<file path="config.mk">
export PLATFORM = sky130hd
export DESIGN_NAME = uep_ctrl
export DESIGN_NICKNAME = d
export VERILOG_FILES = /design/src/logic/uep_pkg.sv /design/src/logic/uep_ep0_if.sv /design/src/logic/uep_ctrl.sv /design/src/logic/uep_ep0_flags.sv
export VERILOG_INCLUDE_DIRS = /design/src /design/src/logic
export SDC_FILE = /design/constraint.sdc
export NUM_CORES = 1
export LEC_CHECK = 0
export ABC_AREA = 1
export BUFFER_PORTS_ARGS = -buffer_cell sky130_fd_sc_hd__buf_2
export CELL_PAD_IN_SITES_DETAIL_PLACEMENT = 0
export CELL_PAD_IN_SITES_GLOBAL_PLACEMENT = 2
export CORE_ASPECT_RATIO = 2
export CORE_UTILIZATION = 22
export CTS_CLUSTER_SIZE = 10
export DETAILED_ROUTE_END_ITERATION = 12
export GPL_TIMING_DRIVEN = 0
export HOLD_SLACK_MARGIN = 0.12
export PLACE_DENSITY = 0.75
export SKIP_CTS_REPAIR_TIMING = 1
export SYNTH_ARGS = -nofsm -noshare
export SYNTH_HDL_FRONTEND = slang
export SYNTH_SLANG_ARGS = --single-unit
</file>
<file path="constraint.sdc">
create_clock -name SYS_CLK_IN -period 1.34 [get_ports SYS_CLK_IN]
set_clock_uncertainty 0.1 [all_clocks]
set_input_delay 0.134 -clock SYS_CLK_IN [delete_from_list [all_inputs] [get_ports SYS_CLK_IN]]
set_output_delay 0.134 -clock SYS_CLK_IN [all_outputs]
set_load 0.005 [all_outputs]
</file>
<file path="src/logic/uep_consts.svh">
`ifndef UEP_CONSTS_SVH
`define UEP_CONSTS_SVH

// ----------------------------------------
// Register indexes (byte address = index * 4)
// ----------------------------------------
`define UEP_OFF_INDEX 5'h0e
`define UEP_OFF_EP0_CTRL 5'h11
`define UEP_OFF_EPCFG 5'h12
`define UEP_OFF_EP0_COUNT 5'h16
`define UEP_OFF_ENABLE 5'h1e

// ----------------------------------------
// Endpoint 0 control/status fields
// ----------------------------------------
`define UEP_B_SVC_SETUP_END 7
`define UEP_B_SVC_OUT 6
`define UEP_B_SEND_STALL 5
`define UEP_B_SETUP_END 4
`define UEP_B_DATA_END 3
`define UEP_B_SENT_STALL 2
`define UEP_B_IN_READY 1
`define UEP_B_OUT_READY 0

// ----------------------------------------
// Endpoint 1-3 configuration fields
// ----------------------------------------
`define UEP_B_SPLIT 2
`define UEP_B_DIR_SEL 5

// ----------------------------------------
// Reset values
// ----------------------------------------
`define UEP_RST_EP0_CTRL 8'h00
`define UEP_RST_EP0_COUNT 7'h00
`define UEP_RST_INDEX 4'h0
`define UEP_RST_ENABLE 3'h7
`define UEP_RST_EPCFG 3'h0
`define UEP_ENABLE_FILL 4'hf

`endif

</file>
<file path="src/logic/uep_pkg.sv">
package uep_pkg;

	typedef enum logic [1:0] {UEP_IDLE, UEP_TX_MODE, UEP_RX_MODE} uep_mode_type;

	typedef enum logic [2:0] {
		UEP_REG_NONE,
		UEP_REG_INDEX,
		UEP_REG_EP0_CTRL,
		UEP_REG_EP0_COUNT,
		UEP_REG_EPCFG,
		UEP_REG_ENABLE
	} uep_reg_type;

	typedef struct packed {
		uep_mode_type mode;
		logic setup_end;
		logic data_end;
		logic send_stall;
		logic sent_stall;
		logic in_ready;
		logic out_ready;
		logic [6:0] cnt;
		logic irq;
	} uep_flags_type;

	typedef struct packed {
		logic ack;
		logic [7:0] rdata;
		logic [3:0] index;
		logic [3:1] enable;
		logic [3:1] split;
		logic [3:1] dir_sel;
		logic irq;
		logic in_nak;
		logic stall_req;
		logic [3:1] in_pipe;
		logic [3:1] out_pipe;
	} uep_top_type;

endpackage

</file>
<file path="src/logic/uep_ep0_if.sv">
`timescale 1ns/100ps
interface uep_ep0_if;
	logic wr_stb;
	logic [7:0] wr_data;
	logic [7:0] csr;
	logic [6:0] cnt;
	logic irq;

	modport regs (output wr_stb, output wr_data, input csr, input cnt, input irq);
	modport flags (input wr_stb, input wr_data, output csr, output cnt, output irq);
endinterface

</file>
<file path="src/logic/uep_ctrl.sv">
// Behaviour
// - Writing 1 to serviced-setup-end clears setup-end; nothing else is stored.
// - Both service command bits always read back as zero.
// - Out-packet-ready clears only through a firmware serviced-out write of 1.
// - Firmware sets send-stall; hardware clears it once STALL is sent.
// - Setup-end sets when a control transfer ends before data-end was written.
// - Hardware clears data-end by itself when the control transfer completes.
// - Sent-stall sets after a STALL handshake on endpoint 0.
// - In-packet-ready clears with interrupt on transmit or overwrite by SETUP/OUT.
// - A received endpoint 0 packet sets out-packet-ready and raises an interrupt.
// - Byte count bits 6:0 give received bytes, valid while out-packet-ready.
// - Byte count bit 7 reads zero and ignores writes.
// - The index register selects which endpoint register set is visible.
// - Split mode gives an endpoint both IN and OUT pipes.
// - Without split, the direction bit picks IN or OUT only.
// - A disabled endpoint ignores all traffic, with no handshake or STALL.
// - All endpoints come up enabled after reset.
// - An IN token on endpoint 0 gets NAK while in-packet-ready is 0.
`timescale 1ns/100ps
`include "uep_consts.svh"
module uep_ctrl import uep_pkg::*; (
	input wire logic SYS_CLK_IN,             // 100 MHz system clock
	input wire logic SRST_IN,                // Synchronous reset, high
	input wire logic WB_CYC_IN,              // Wishbone cycle
	input wire logic WB_STB_IN,              // Wishbone strobe
	input wire logic WB_WE_IN,               // Wishbone write enable
	input wire logic [6:0] WB_ADR_IN,        // Wishbone byte address
	input wire logic [3:0] WB_SEL_IN,        // Wishbone byte selects
	input wire logic [31:0] WB_DAT_IN,       // Wishbone write data
	output logic [31:0] WB_DAT_OUT,          // Wishbone read data
	output logic WB_ACK_OUT,                 // Wishbone acknowledge
	input wire logic USB_SETUP_TOK_IN, // SETUP token on endpoint 0
	input wire logic USB_IN_TOK_IN, // IN token on endpoint 0
	input wire logic USB_OUT_TOK_IN, // OUT token on endpoint 0
	input wire logic USB_RX_DONE_IN, // Endpoint 0 packet received
	input wire logic [6:0] USB_RX_CNT_IN, // Received byte count
	input wire logic USB_TX_DONE_IN, // Endpoint 0 IN packet sent
	input wire logic USB_STALL_SENT_IN, // Endpoint 0 STALL sent
	input wire logic USB_XFER_DONE_IN, // Control transfer complete
	output logic EP0_IRQ_OUT,                // Endpoint 0 interrupt pulse
	output logic EP0_IN_NAK_OUT,             // NAK the next IN token
	output logic EP0_STALL_REQ_OUT,          // Send STALL on endpoint 0
	output logic [3:1] EP_ENABLE_OUT,        // Endpoint 1-3 respond enables
	output logic [3:1] EP_IN_PIPE_OUT,       // Endpoint 1-3 IN pipe active
	output logic [3:1] EP_OUT_PIPE_OUT       // Endpoint 1-3 OUT pipe active
);
	uep_top_type s_ff;
	uep_top_type nxt_s;
	uep_ep0_if ep0();
	uep_reg_type reg_sel;
	logic req;
	logic wr_go;
	logic [7:0] wd;
	logic [1:0] ep;
	logic [7:0] cfg_rd;

	// ----------------------------------------
	// Helpers
	// ----------------------------------------
	// Endpoint 0 and the 1-3 sets sit at separate offsets; only the indexed set decodes
	function automatic uep_reg_type reg_decode(input logic [4:0] word, input logic [3:0] idx);
		uep_reg_type r;
		r = UEP_REG_NONE;
		if (word == `UEP_OFF_INDEX) begin
			r = UEP_REG_INDEX;
		end else if (word == `UEP_OFF_ENABLE) begin
			r = UEP_REG_ENABLE;
		end else if (idx == 4'h0 && word == `UEP_OFF_EP0_CTRL) begin
			r = UEP_REG_EP0_CTRL;
		end else if (idx == 4'h0 && word == `UEP_OFF_EP0_COUNT) begin
			r = UEP_REG_EP0_COUNT;
		end else if (idx >= 4'h1 && idx <= 4'h3 && word == `UEP_OFF_EPCFG) begin
			r = UEP_REG_EPCFG;
		end
		return r;
	endfunction

	// Pipe activity from enable, split and direction
	function automatic logic [3:1] pipe_on(input logic [3:1] en, input logic [3:1] spl,
		input logic [3:1] dir);
		return en & (spl | dir);
	endfunction

	// ----------------------------------------
	// Endpoint 0 flag engine
	// ----------------------------------------
	uep_ep0_flags u_flags (
		.clk_in(SYS_CLK_IN),
		.srst_in(SRST_IN),
		.ep0(ep0.flags),
		.setup_tok_in(USB_SETUP_TOK_IN),
		.in_tok_in(USB_IN_TOK_IN),
		.out_tok_in(USB_OUT_TOK_IN),
		.rx_done_in(USB_RX_DONE_IN),
		.rx_cnt_in(USB_RX_CNT_IN),
		.tx_done_in(USB_TX_DONE_IN),
		.stall_sent_in(USB_STALL_SENT_IN),
		.xfer_done_in(USB_XFER_DONE_IN)
	);

	// ----------------------------------------
	// Bus decode
	// ----------------------------------------
	assign req = WB_CYC_IN & WB_STB_IN;
	assign reg_sel = reg_decode(WB_ADR_IN[6:2], s_ff.index);
	assign wd = WB_DAT_IN[7:0];
	// Writes land on the edge where ack is seen high, as the master expects
	assign wr_go = req & WB_WE_IN & WB_SEL_IN[0] & s_ff.ack;
	assign ep = s_ff.index[1:0];
	assign ep0.wr_stb = wr_go && (reg_sel == UEP_REG_EP0_CTRL);
	assign ep0.wr_data = wd;

	always_comb begin
		cfg_rd = 8'h00;
		if (ep != 2'h0) begin
			cfg_rd[`UEP_B_SPLIT] = s_ff.split[ep];
			cfg_rd[`UEP_B_DIR_SEL] = s_ff.dir_sel[ep];
		end
	end

	// ----------------------------------------
	// Register state
	// ----------------------------------------
	always_comb begin
		nxt_s = s_ff;
		// One-cycle ack; dropped in the cycle after it was given
		nxt_s.ack = req & ~s_ff.ack;
		nxt_s.rdata = 8'h00;
		if (req && !s_ff.ack && !WB_WE_IN) begin
			unique case (reg_sel)
				UEP_REG_INDEX: begin
					nxt_s.rdata = {4'h0, s_ff.index};
				end
				UEP_REG_EP0_CTRL: begin
					nxt_s.rdata = ep0.csr;
				end
				UEP_REG_EP0_COUNT: begin
					nxt_s.rdata = {1'b0, ep0.cnt};
				end
				UEP_REG_EPCFG: begin
					nxt_s.rdata = cfg_rd;
				end
				UEP_REG_ENABLE: begin
					nxt_s.rdata = {`UEP_ENABLE_FILL, s_ff.enable, 1'b1};
				end
				UEP_REG_NONE: begin
					nxt_s.rdata = 8'h00;
				end
			endcase
		end
		if (wr_go) begin
			unique case (reg_sel)
				UEP_REG_INDEX: begin
					nxt_s.index = wd[3:0];
				end
				UEP_REG_EPCFG: begin
					nxt_s.split[ep] = wd[`UEP_B_SPLIT];
					nxt_s.dir_sel[ep] = wd[`UEP_B_DIR_SEL];
				end
				UEP_REG_ENABLE: begin
					nxt_s.enable = wd[3:1];
				end
				UEP_REG_EP0_CTRL, UEP_REG_EP0_COUNT, UEP_REG_NONE: begin
					// Flags live in the engine; byte count ignores writes
					nxt_s.index = s_ff.index;
				end
			endcase
		end
		// Outputs are registered copies so every port leaves a flip-flop
		nxt_s.irq = ep0.irq;
		nxt_s.in_nak = ~ep0.csr[`UEP_B_IN_READY];
		nxt_s.stall_req = ep0.csr[`UEP_B_SEND_STALL];
		nxt_s.in_pipe = pipe_on(nxt_s.enable, nxt_s.split, nxt_s.dir_sel);
		nxt_s.out_pipe = pipe_on(nxt_s.enable, nxt_s.split, ~nxt_s.dir_sel);
	end

	always_ff @(posedge SYS_CLK_IN) begin
		if (SRST_IN) begin
			s_ff <= '0;
			s_ff.index <= `UEP_RST_INDEX;
			s_ff.enable <= `UEP_RST_ENABLE;
			s_ff.split <= `UEP_RST_EPCFG;
			s_ff.dir_sel <= `UEP_RST_EPCFG;
			s_ff.in_nak <= 1'b1;
			// Pipes leave reset already matching the reset enables and directions
			s_ff.out_pipe <= `UEP_RST_ENABLE;
		end else begin
			s_ff <= nxt_s;
		end
	end

	// ----------------------------------------
	// Outputs
	// ----------------------------------------
	assign WB_ACK_OUT = s_ff.ack;
	assign WB_DAT_OUT = {24'h000000, s_ff.rdata};
	assign EP0_IRQ_OUT = s_ff.irq;
	assign EP0_IN_NAK_OUT = s_ff.in_nak;
	assign EP0_STALL_REQ_OUT = s_ff.stall_req;
	assign EP_ENABLE_OUT = s_ff.enable;
	assign EP_IN_PIPE_OUT = s_ff.in_pipe;
	assign EP_OUT_PIPE_OUT = s_ff.out_pipe;
endmodule

</file>
<file path="src/logic/uep_ep0_flags.sv">
`timescale 1ns/100ps
`include "uep_consts.svh"
module uep_ep0_flags import uep_pkg::*; (
	input wire logic clk_in,          // System clock
	input wire logic srst_in,         // Synchronous reset
	uep_ep0_if.flags ep0,             // Firmware side
	input wire logic setup_tok_in,    // SETUP token on endpoint 0
	input wire logic in_tok_in,       // IN token on endpoint 0
	input wire logic out_tok_in,      // OUT token on endpoint 0
	input wire logic rx_done_in,      // Data packet loaded into FIFO
	input wire logic [6:0] rx_cnt_in, // Bytes in that packet
	input wire logic tx_done_in,      // IN packet transmitted
	input wire logic stall_sent_in,   // STALL handshake transmitted
	input wire logic xfer_done_in     // Control transfer complete
);
	uep_flags_type s_ff;
	uep_flags_type nxt_s;
	logic early_end;

	// ----------------------------------------
	// Flag engine
	// ----------------------------------------
	always_comb begin
		nxt_s = s_ff;
		nxt_s.irq = 1'b0;
		early_end = 1'b0;
		// Firmware commands first so that a hardware set in the same cycle wins
		if (ep0.wr_stb) begin
			if (ep0.wr_data[`UEP_B_SVC_SETUP_END]) begin
				nxt_s.setup_end = 1'b0;
			end
			if (ep0.wr_data[`UEP_B_SVC_OUT]) begin
				nxt_s.out_ready = 1'b0;
			end
			if (ep0.wr_data[`UEP_B_SEND_STALL]) begin
				nxt_s.send_stall = 1'b1;
			end
			if (ep0.wr_data[`UEP_B_DATA_END]) begin
				nxt_s.data_end = 1'b1;
			end
			if (!ep0.wr_data[`UEP_B_SENT_STALL]) begin
				nxt_s.sent_stall = 1'b0;
			end
			if (ep0.wr_data[`UEP_B_IN_READY]) begin
				nxt_s.in_ready = 1'b1;
			end
		end
		// A token against the current direction ends the transfer early
		if (setup_tok_in) begin
			early_end = (s_ff.mode != UEP_IDLE);
			nxt_s.mode = UEP_IDLE;
		end else if (in_tok_in) begin
			early_end = (s_ff.mode == UEP_RX_MODE);
			nxt_s.mode = UEP_TX_MODE;
		end else if (out_tok_in) begin
			early_end = (s_ff.mode == UEP_TX_MODE);
			nxt_s.mode = UEP_RX_MODE;
		end
		if (early_end && !s_ff.data_end) begin
			nxt_s.setup_end = 1'b1;
			nxt_s.irq = 1'b1;
		end
		if (rx_done_in) begin
			nxt_s.out_ready = 1'b1;
			nxt_s.cnt = rx_cnt_in;
			nxt_s.irq = 1'b1;
			// Incoming data overwrites a loaded IN packet
			if (s_ff.in_ready) begin
				nxt_s.in_ready = 1'b0;
			end
		end
		if (tx_done_in && s_ff.in_ready) begin
			nxt_s.in_ready = 1'b0;
			nxt_s.irq = 1'b1;
		end
		if (stall_sent_in) begin
			nxt_s.send_stall = 1'b0;
			nxt_s.sent_stall = 1'b1;
			nxt_s.irq = 1'b1;
		end
		if (xfer_done_in) begin
			nxt_s.data_end = 1'b0;
			nxt_s.mode = UEP_IDLE;
			nxt_s.irq = 1'b1;
		end
	end

	always_ff @(posedge clk_in) begin
		if (srst_in) begin
			s_ff <= '0;
		end else begin
			s_ff <= nxt_s;
		end
	end

	// Command bits are not stored, so they read back as zero
	assign ep0.csr = {2'b00, s_ff.send_stall, s_ff.setup_end, s_ff.data_end,
		s_ff.sent_stall, s_ff.in_ready, s_ff.out_ready};
	assign ep0.cnt = s_ff.cnt;
	assign ep0.irq = s_ff.irq;
endmodule

</file>
# Word-level counts from Yosys, hierarchy flattened
# Index checks and enable logic that the tools add are counted.
# op_classes
reduce_logical	35
n_addsub	0
multipliers	0
div	0
shifts	0
n_eq_ne	13
muxes	39
n_lt_le_gt_ge	4
bitwise	13
# ops
op	count
8-bit one-hot mux with 6 select lines	1
1-bit two-way mux	23
5-bit equality test, second input constant	4
3-bit two-way mux	6
2-bit nonzero test	8
6-bit two-way mux	2
2-bit AND reduction	6
1-bit logical AND	10
10-bit two-way mux	1
9-bit two-way mux	1
2-bit OR reduction	4
3-bit bitwise AND	2
3-bit bitwise mux	2
3-bit by 2-bit equality test with 1-bit output, second input constant	2
3-bit equality test, second input constant	2
3-bit OR	2
1-bit bitwise AND	5
5-bit by 4-bit equality test with 1-bit output, second input constant	1
1-bit binary-select mux with 2-bit select	2
4-bit by 1-bit >= comparator with 1-bit output, second input constant	1
4-bit by 2-bit less-or-equal comparator with 1-bit output, second input constant	1
4-bit logical NOT	1
4-bit OR reduction	1
3-bit by 1-bit equality test with 1-bit output, second input constant	1
other kinds (11)	15
# totals
mem_bits_rw	0
regBits	47
inputBits	62
latchBits	0
wordCells	125
output_inout_bits	45
n_memories	0
mem_bits_ro	0

# Logic depth before layout (Yosys ltp)
# depth
depth_word	16
mapped_depth	10
ltp_nobuf	10

# Cells and area by module
# From an unflattened synthesis, not the netlist that was laid out.
# hier_totals
cells_unflattened	343
area_unflattened_um2	2544.9
# modules_own_cells
mod	area_each_um2	seq_area_each_um2	instances	cells_per_inst
uep_ctrl	1816.7	620.6	1	246
uep_ep0_flags	728.2	320.3	1	97

# Worst setup path after synthesis
# OpenSTA, ideal clock, no wires.
# synth_path
path_kind	reg-to-reg
startpoint	register s_ff (netlist bit ep[0])
endpoint	register s_ff (netlist bit EP_OUT_PIPE_OUT[3])
synth_period_minus_slack_ns	1.331
t_required_ns	1.124
path_stages_with_launch	11
path_buffers	1
setup_ns	0.116
slack_ns	0.009
arrival_time_ns	1.115
cell_sequence	dfxtp_1 -> inv_2 -> nand2_2 -> nand3_2 -> nor2_4 -> buf_6 -> nand2_2 -> nand2_2 -> nand3_2 -> nor2_1 -> nor2_1
# synth_via
elab_chain_cells	14
word_cells_on_any_way	27
classes_between	order compare: 4; eq/ne: 2; mux: 12; bitwise: 3; reduce/logical: 6
# synth_rtl
item	line_no	source
from (decl)	uep_ctrl.sv:47	uep_top_type s_ff;
from (signal assigned)	uep_ctrl.sv:188	s_ff <= nxt_s;
4-bit by 1-bit >= comparator with 1-bit output or 4-bit by 2-bit less-or-equal comparator with 1-bit output (tied branches)	uep_ctrl.sv:72	end else if (idx >= 4'h1 && idx <= 4'h3 && word == `UEP_OFF_EPCFG) begin
1-bit logical AND	uep_ctrl.sv:72	
1-bit logical AND (no source line)	n/a	
3-bit two-way mux	uep_ctrl.sv:72	
3-bit two-way mux	uep_ctrl.sv:70	end else if (idx == 4'h0 && word == `UEP_OFF_EP0_COUNT) begin
3-bit two-way mux	uep_ctrl.sv:68	end else if (idx == 4'h0 && word == `UEP_OFF_EP0_CTRL) begin
3-bit two-way mux	uep_ctrl.sv:66	end else if (word == `UEP_OFF_ENABLE) begin
3-bit two-way mux	uep_ctrl.sv:64	if (word == `UEP_OFF_INDEX) begin
3-bit equality test	uep_ctrl.sv:152	unique case (reg_sel)
6-bit two-way mux	uep_ctrl.sv:152	
9-bit two-way mux (*)	uep_ctrl.sv:151	if (wr_go) begin
3-bit inverter	uep_ctrl.sv:174	nxt_s.out_pipe = pipe_on(nxt_s.enable, nxt_s.split, ~nxt_s.dir_sel);
3-bit OR	uep_ctrl.sv:81	return en & (spl | dir);
3-bit bitwise AND (*)	uep_ctrl.sv:81	
# Every way passes the cells marked *; elsewhere a longest branch is shown, timed or not.
# A chain may end at the register's enable or synchronous reset.

# Final worst setup path
# layout_path
startpoint	register s_ff (netlist bit ep[0])
endpoint	register s_ff (netlist bit EP_OUT_PIPE_OUT[2])
# The elaborated chain is that of the path after synthesis.

==> results.toml <==
[run_status]
status = "finished with violations"
violations = "negative setup slack"

[die]
start_util_pct = 22.49
coreArea_um2 = 10480
dieHeight_um = 148.4
dieArea_um2 = 11150
fp-row-count = 53
pin_count = 107
die_w_um = 75.18

[critical_path]
end_kind = "flop"
worstPathArrival_ns = 1.54
r2r_cells = 10
path_cells = "inv_4 -> nand2_4 -> nand3_4 -> nor2_4 -> buf_6 -> nand2_4 -> nand2_4 -> nand3_4 -> nor2_1 -> nor2_1"
critPathKind = "flop to flop"
crit_path_end = "EP_OUT_PIPE_OUT[2]"
required_ns = 1.43
start_kind = "flop"
crit_path_frequent_cell = "nand2_4"
reg2reg_to = "EP_OUT_PIPE_OUT[2]"
cp-startpoint = "ep[0]"
worstPathMaxFanout = 6
rrSetupSlack_ns = -0.11
cpLargestDelayFamily = "simple AND/OR/NAND/NOR gates"
cp.depth = 10
r2r_start = "ep[0]"
cp_slowest_stage_delay_ns = 0.39
critical_path.slowest_cell = "dfxtp_4"
path_buf_inv = 2

[cts]
htree_levels = 2
clk_pin_slew_ns = 0.07
cts_buffer_depth = 2
cts_sinks = 47
cts_tree = "done"
clock_latency_ns = 0.29
clock-root-buffer = "clkbuf_16"
cts_buffers = 5

[pwr]
cellPowerDensity_nw_per_um2 = 846.8
p_leak_nw = 1.680
peakVddDrop_uv = 430.4

[global_route]
grt_use_total_pct = 12.63
grt_pass1_wl_um = 10170
grt.overflow.total = 0
first_global_vias = 2124
grt_max_degree = 14
antenna_found_initial = 0

[routing]
avgViaCountPerCell = 4.021
routed_wl_um = 6950
vias = 2264
drtIter0Drc = 67
drtPass1Iterations = 4
wl_per_cell_um = 12.34
drtAntennaViolNets = 0
drc_errors = 0

[sta]
rsz0062_at_grt = "yes"
max_freq_mhz = 690.7
relSlewSlack_pct = 55.76
fin_crit_ns = 1.448
setup_viol = 23
hold_ws_ns = 0.1123
finalCritPeriodShare_pct = 108.0
hold_violations = 0
post-route-worst-setup-slack_ns = -0.1078
slew_viol_final = 0
tightest_slew_ns = 0.6636

[cells_and_area]
fin_util_pct = 33.58
finalInstanceArea_um2 = 3518
diodes = 0
layout.nets = 487
area_growth_pct = 49.34
drive_gt1_share_pct = 42.96

[synth]
synth_area_leader_cell = "dfxtp_1"
yosysTopAreaCellShare_pct = 39.94
synth_ff_type = "dfxtp_1"
synthArstFlopShare_pct = 0
syn-cell-area_um2 = 2356
synth-seq-cells = 47
yosysWarnings = 0
netlist_instances = 315
synth_edf_count = 0
synth.most_common_cell = "dfxtp_1"
synth.area.top_cells = "dfxtp_1, buf_4, nand2_1"
synth.avg_cell_area_um2 = 7.479
synth.distinct_cells = 25
synth_common_cells = "dfxtp_1, buf_4, nand2_1"
seq_area_frac_synth_pct = 39.94

[placed_design]
place_congestion = 0.8295
placed_area_um2 = 2874
place_hpwl_um = 5350
io_buffers = 52
pre_cts_slack_ns = -0.2176

[job]
drv_cap = 0

[min_path]
holdCritPathClass = "input port to flop"
-- placed cells by master, fill, tap and decap left out --
cell and count:
nand4_2 1, nand2_2 14, inv_1 36, nor2_1 30, inv_2 6, buf_4 49
clkinv_2 1, dfxtp_1 43, nor3_4 2, nor2_2 7, o21ai_2 4, clkbuf_16 5
buf_2 52, nand2_4 7, buf_6 3, dfxtp_2 1, nand3_4 7, dfxtp_4 3
a21oi_1 12, conb_1 24, nor3_1 3, nor2_4 6, clkinv_4 1, nor4_4 1
inv_4 3, dlygate4sd3_1 19, nand3_2 4, a31oi_1 5, o211ai_1 2, nand2_1 26
a21oi_2 5, clkbuf_1 5, nor3_2 1, o21ai_1 6, o21ai_0 16, nand3_1 16
-- worst min-delay path by stage --
stage | startpoint | to | slack, ns | cells past startpoint
finish | SRST_IN | WB_DAT_OUT[0] | 0.11 | 4
global route | SRST_IN | WB_DAT_OUT[0] | 0.11 | 4
CTS | USB_RX_CNT_IN[1] | u_flags.ep0.cnt[1] | -0.04 | 3
detailed placement | USB_RX_CNT_IN[4] | u_flags.ep0.cnt[4] | 0.27 | 3
global placement | USB_RX_CNT_IN[0] | u_flags.ep0.cnt[0] | 0.27 | 3
floorplan | USB_IN_TOK_IN | u_flags.s_ff[14] | 0.15 | 2
-- layer usage --
| layer | GRT usage, % | vias up | part of all wire (%) |
|---|---|---|---|
| met5 | 0 | - | 0 |
| met4 | 6.852 | 0 | 2.4 |
| met3 | 1.287 | 11 | 2.9 |
| met2 | 26.13 | 56 | 62 |
| met1 | 10.75 | 1046 | 32 |
| li1 | - | 1151 | - |
-- flip-flops by register name, summed over array words and instances (netlist names) --
signal             count
EP0_IRQ_OUT            1
ep                     2
EP_OUT_PIPE_OUT        3
WB_DAT_OUT             8
u_flags.ep0.csr        6
WB_ACK_OUT             1
u_flags.ep0.cnt        7
EP_IN_PIPE_OUT         3
u_flags.s_ff           2
EP0_IN_NAK_OUT         1
EP_ENABLE_OUT          3
EP0_STALL_REQ_OUT      1
u_flags.ep0.irq        1
s_ff                   8
-- where the power goes --
part / switching [mW] / internal (mW)
Clock: 0.533 / 0.691
Combinational: 0.168 / 0.154
Sequential: 0.0143 / 1.42
Total: 0.716 / 2.26
-- cell families (layout without fill, tap and decap cells) --
family / count (synthesis) / in the layout / share of synthesized area (%)
buf+inv: 92 / 180 / 21.67
compound gates: 50 / 50 / 11.42
other cells: 1 / 24 / 0.1592
flops: 47 / 47 / 39.94
simple gates: 125 / 125 / 26.82
-- per-stage QoR --
stage          setup TNS (ns)  total power [mW]  std cells
2_1_floorplan               0             1.622        338
3_3_place_gp           -4.256             1.729        527
3_5_place_dp           -4.305             1.731        527
4_1_cts                -4.715             2.957        535
5_1_grt                -3.477             3.107        563
6_report               -1.235             2.979        563
-- layout make-up --
type / count / area [µm²]
tap: 137 / 171.4
fill: 1198 / 6959
inverter: 46 / 185.2
timing repair buffer: 80 / 525.5
sequential: 47 / 953.4
multi-input combinational: 199 / 1207
clock inverter: 1 / 5.005
buffer: 46 / 337.8
clock buffer: 7 / 132.6
-- worst min-delay path, stage by stage --
cell and delay, ns:
buf_2 0.12, nor4_4 0.07, o21ai_1 0.09, a31oi_1 0.05
Note: power is estimated with default switching activity, not from simulation.
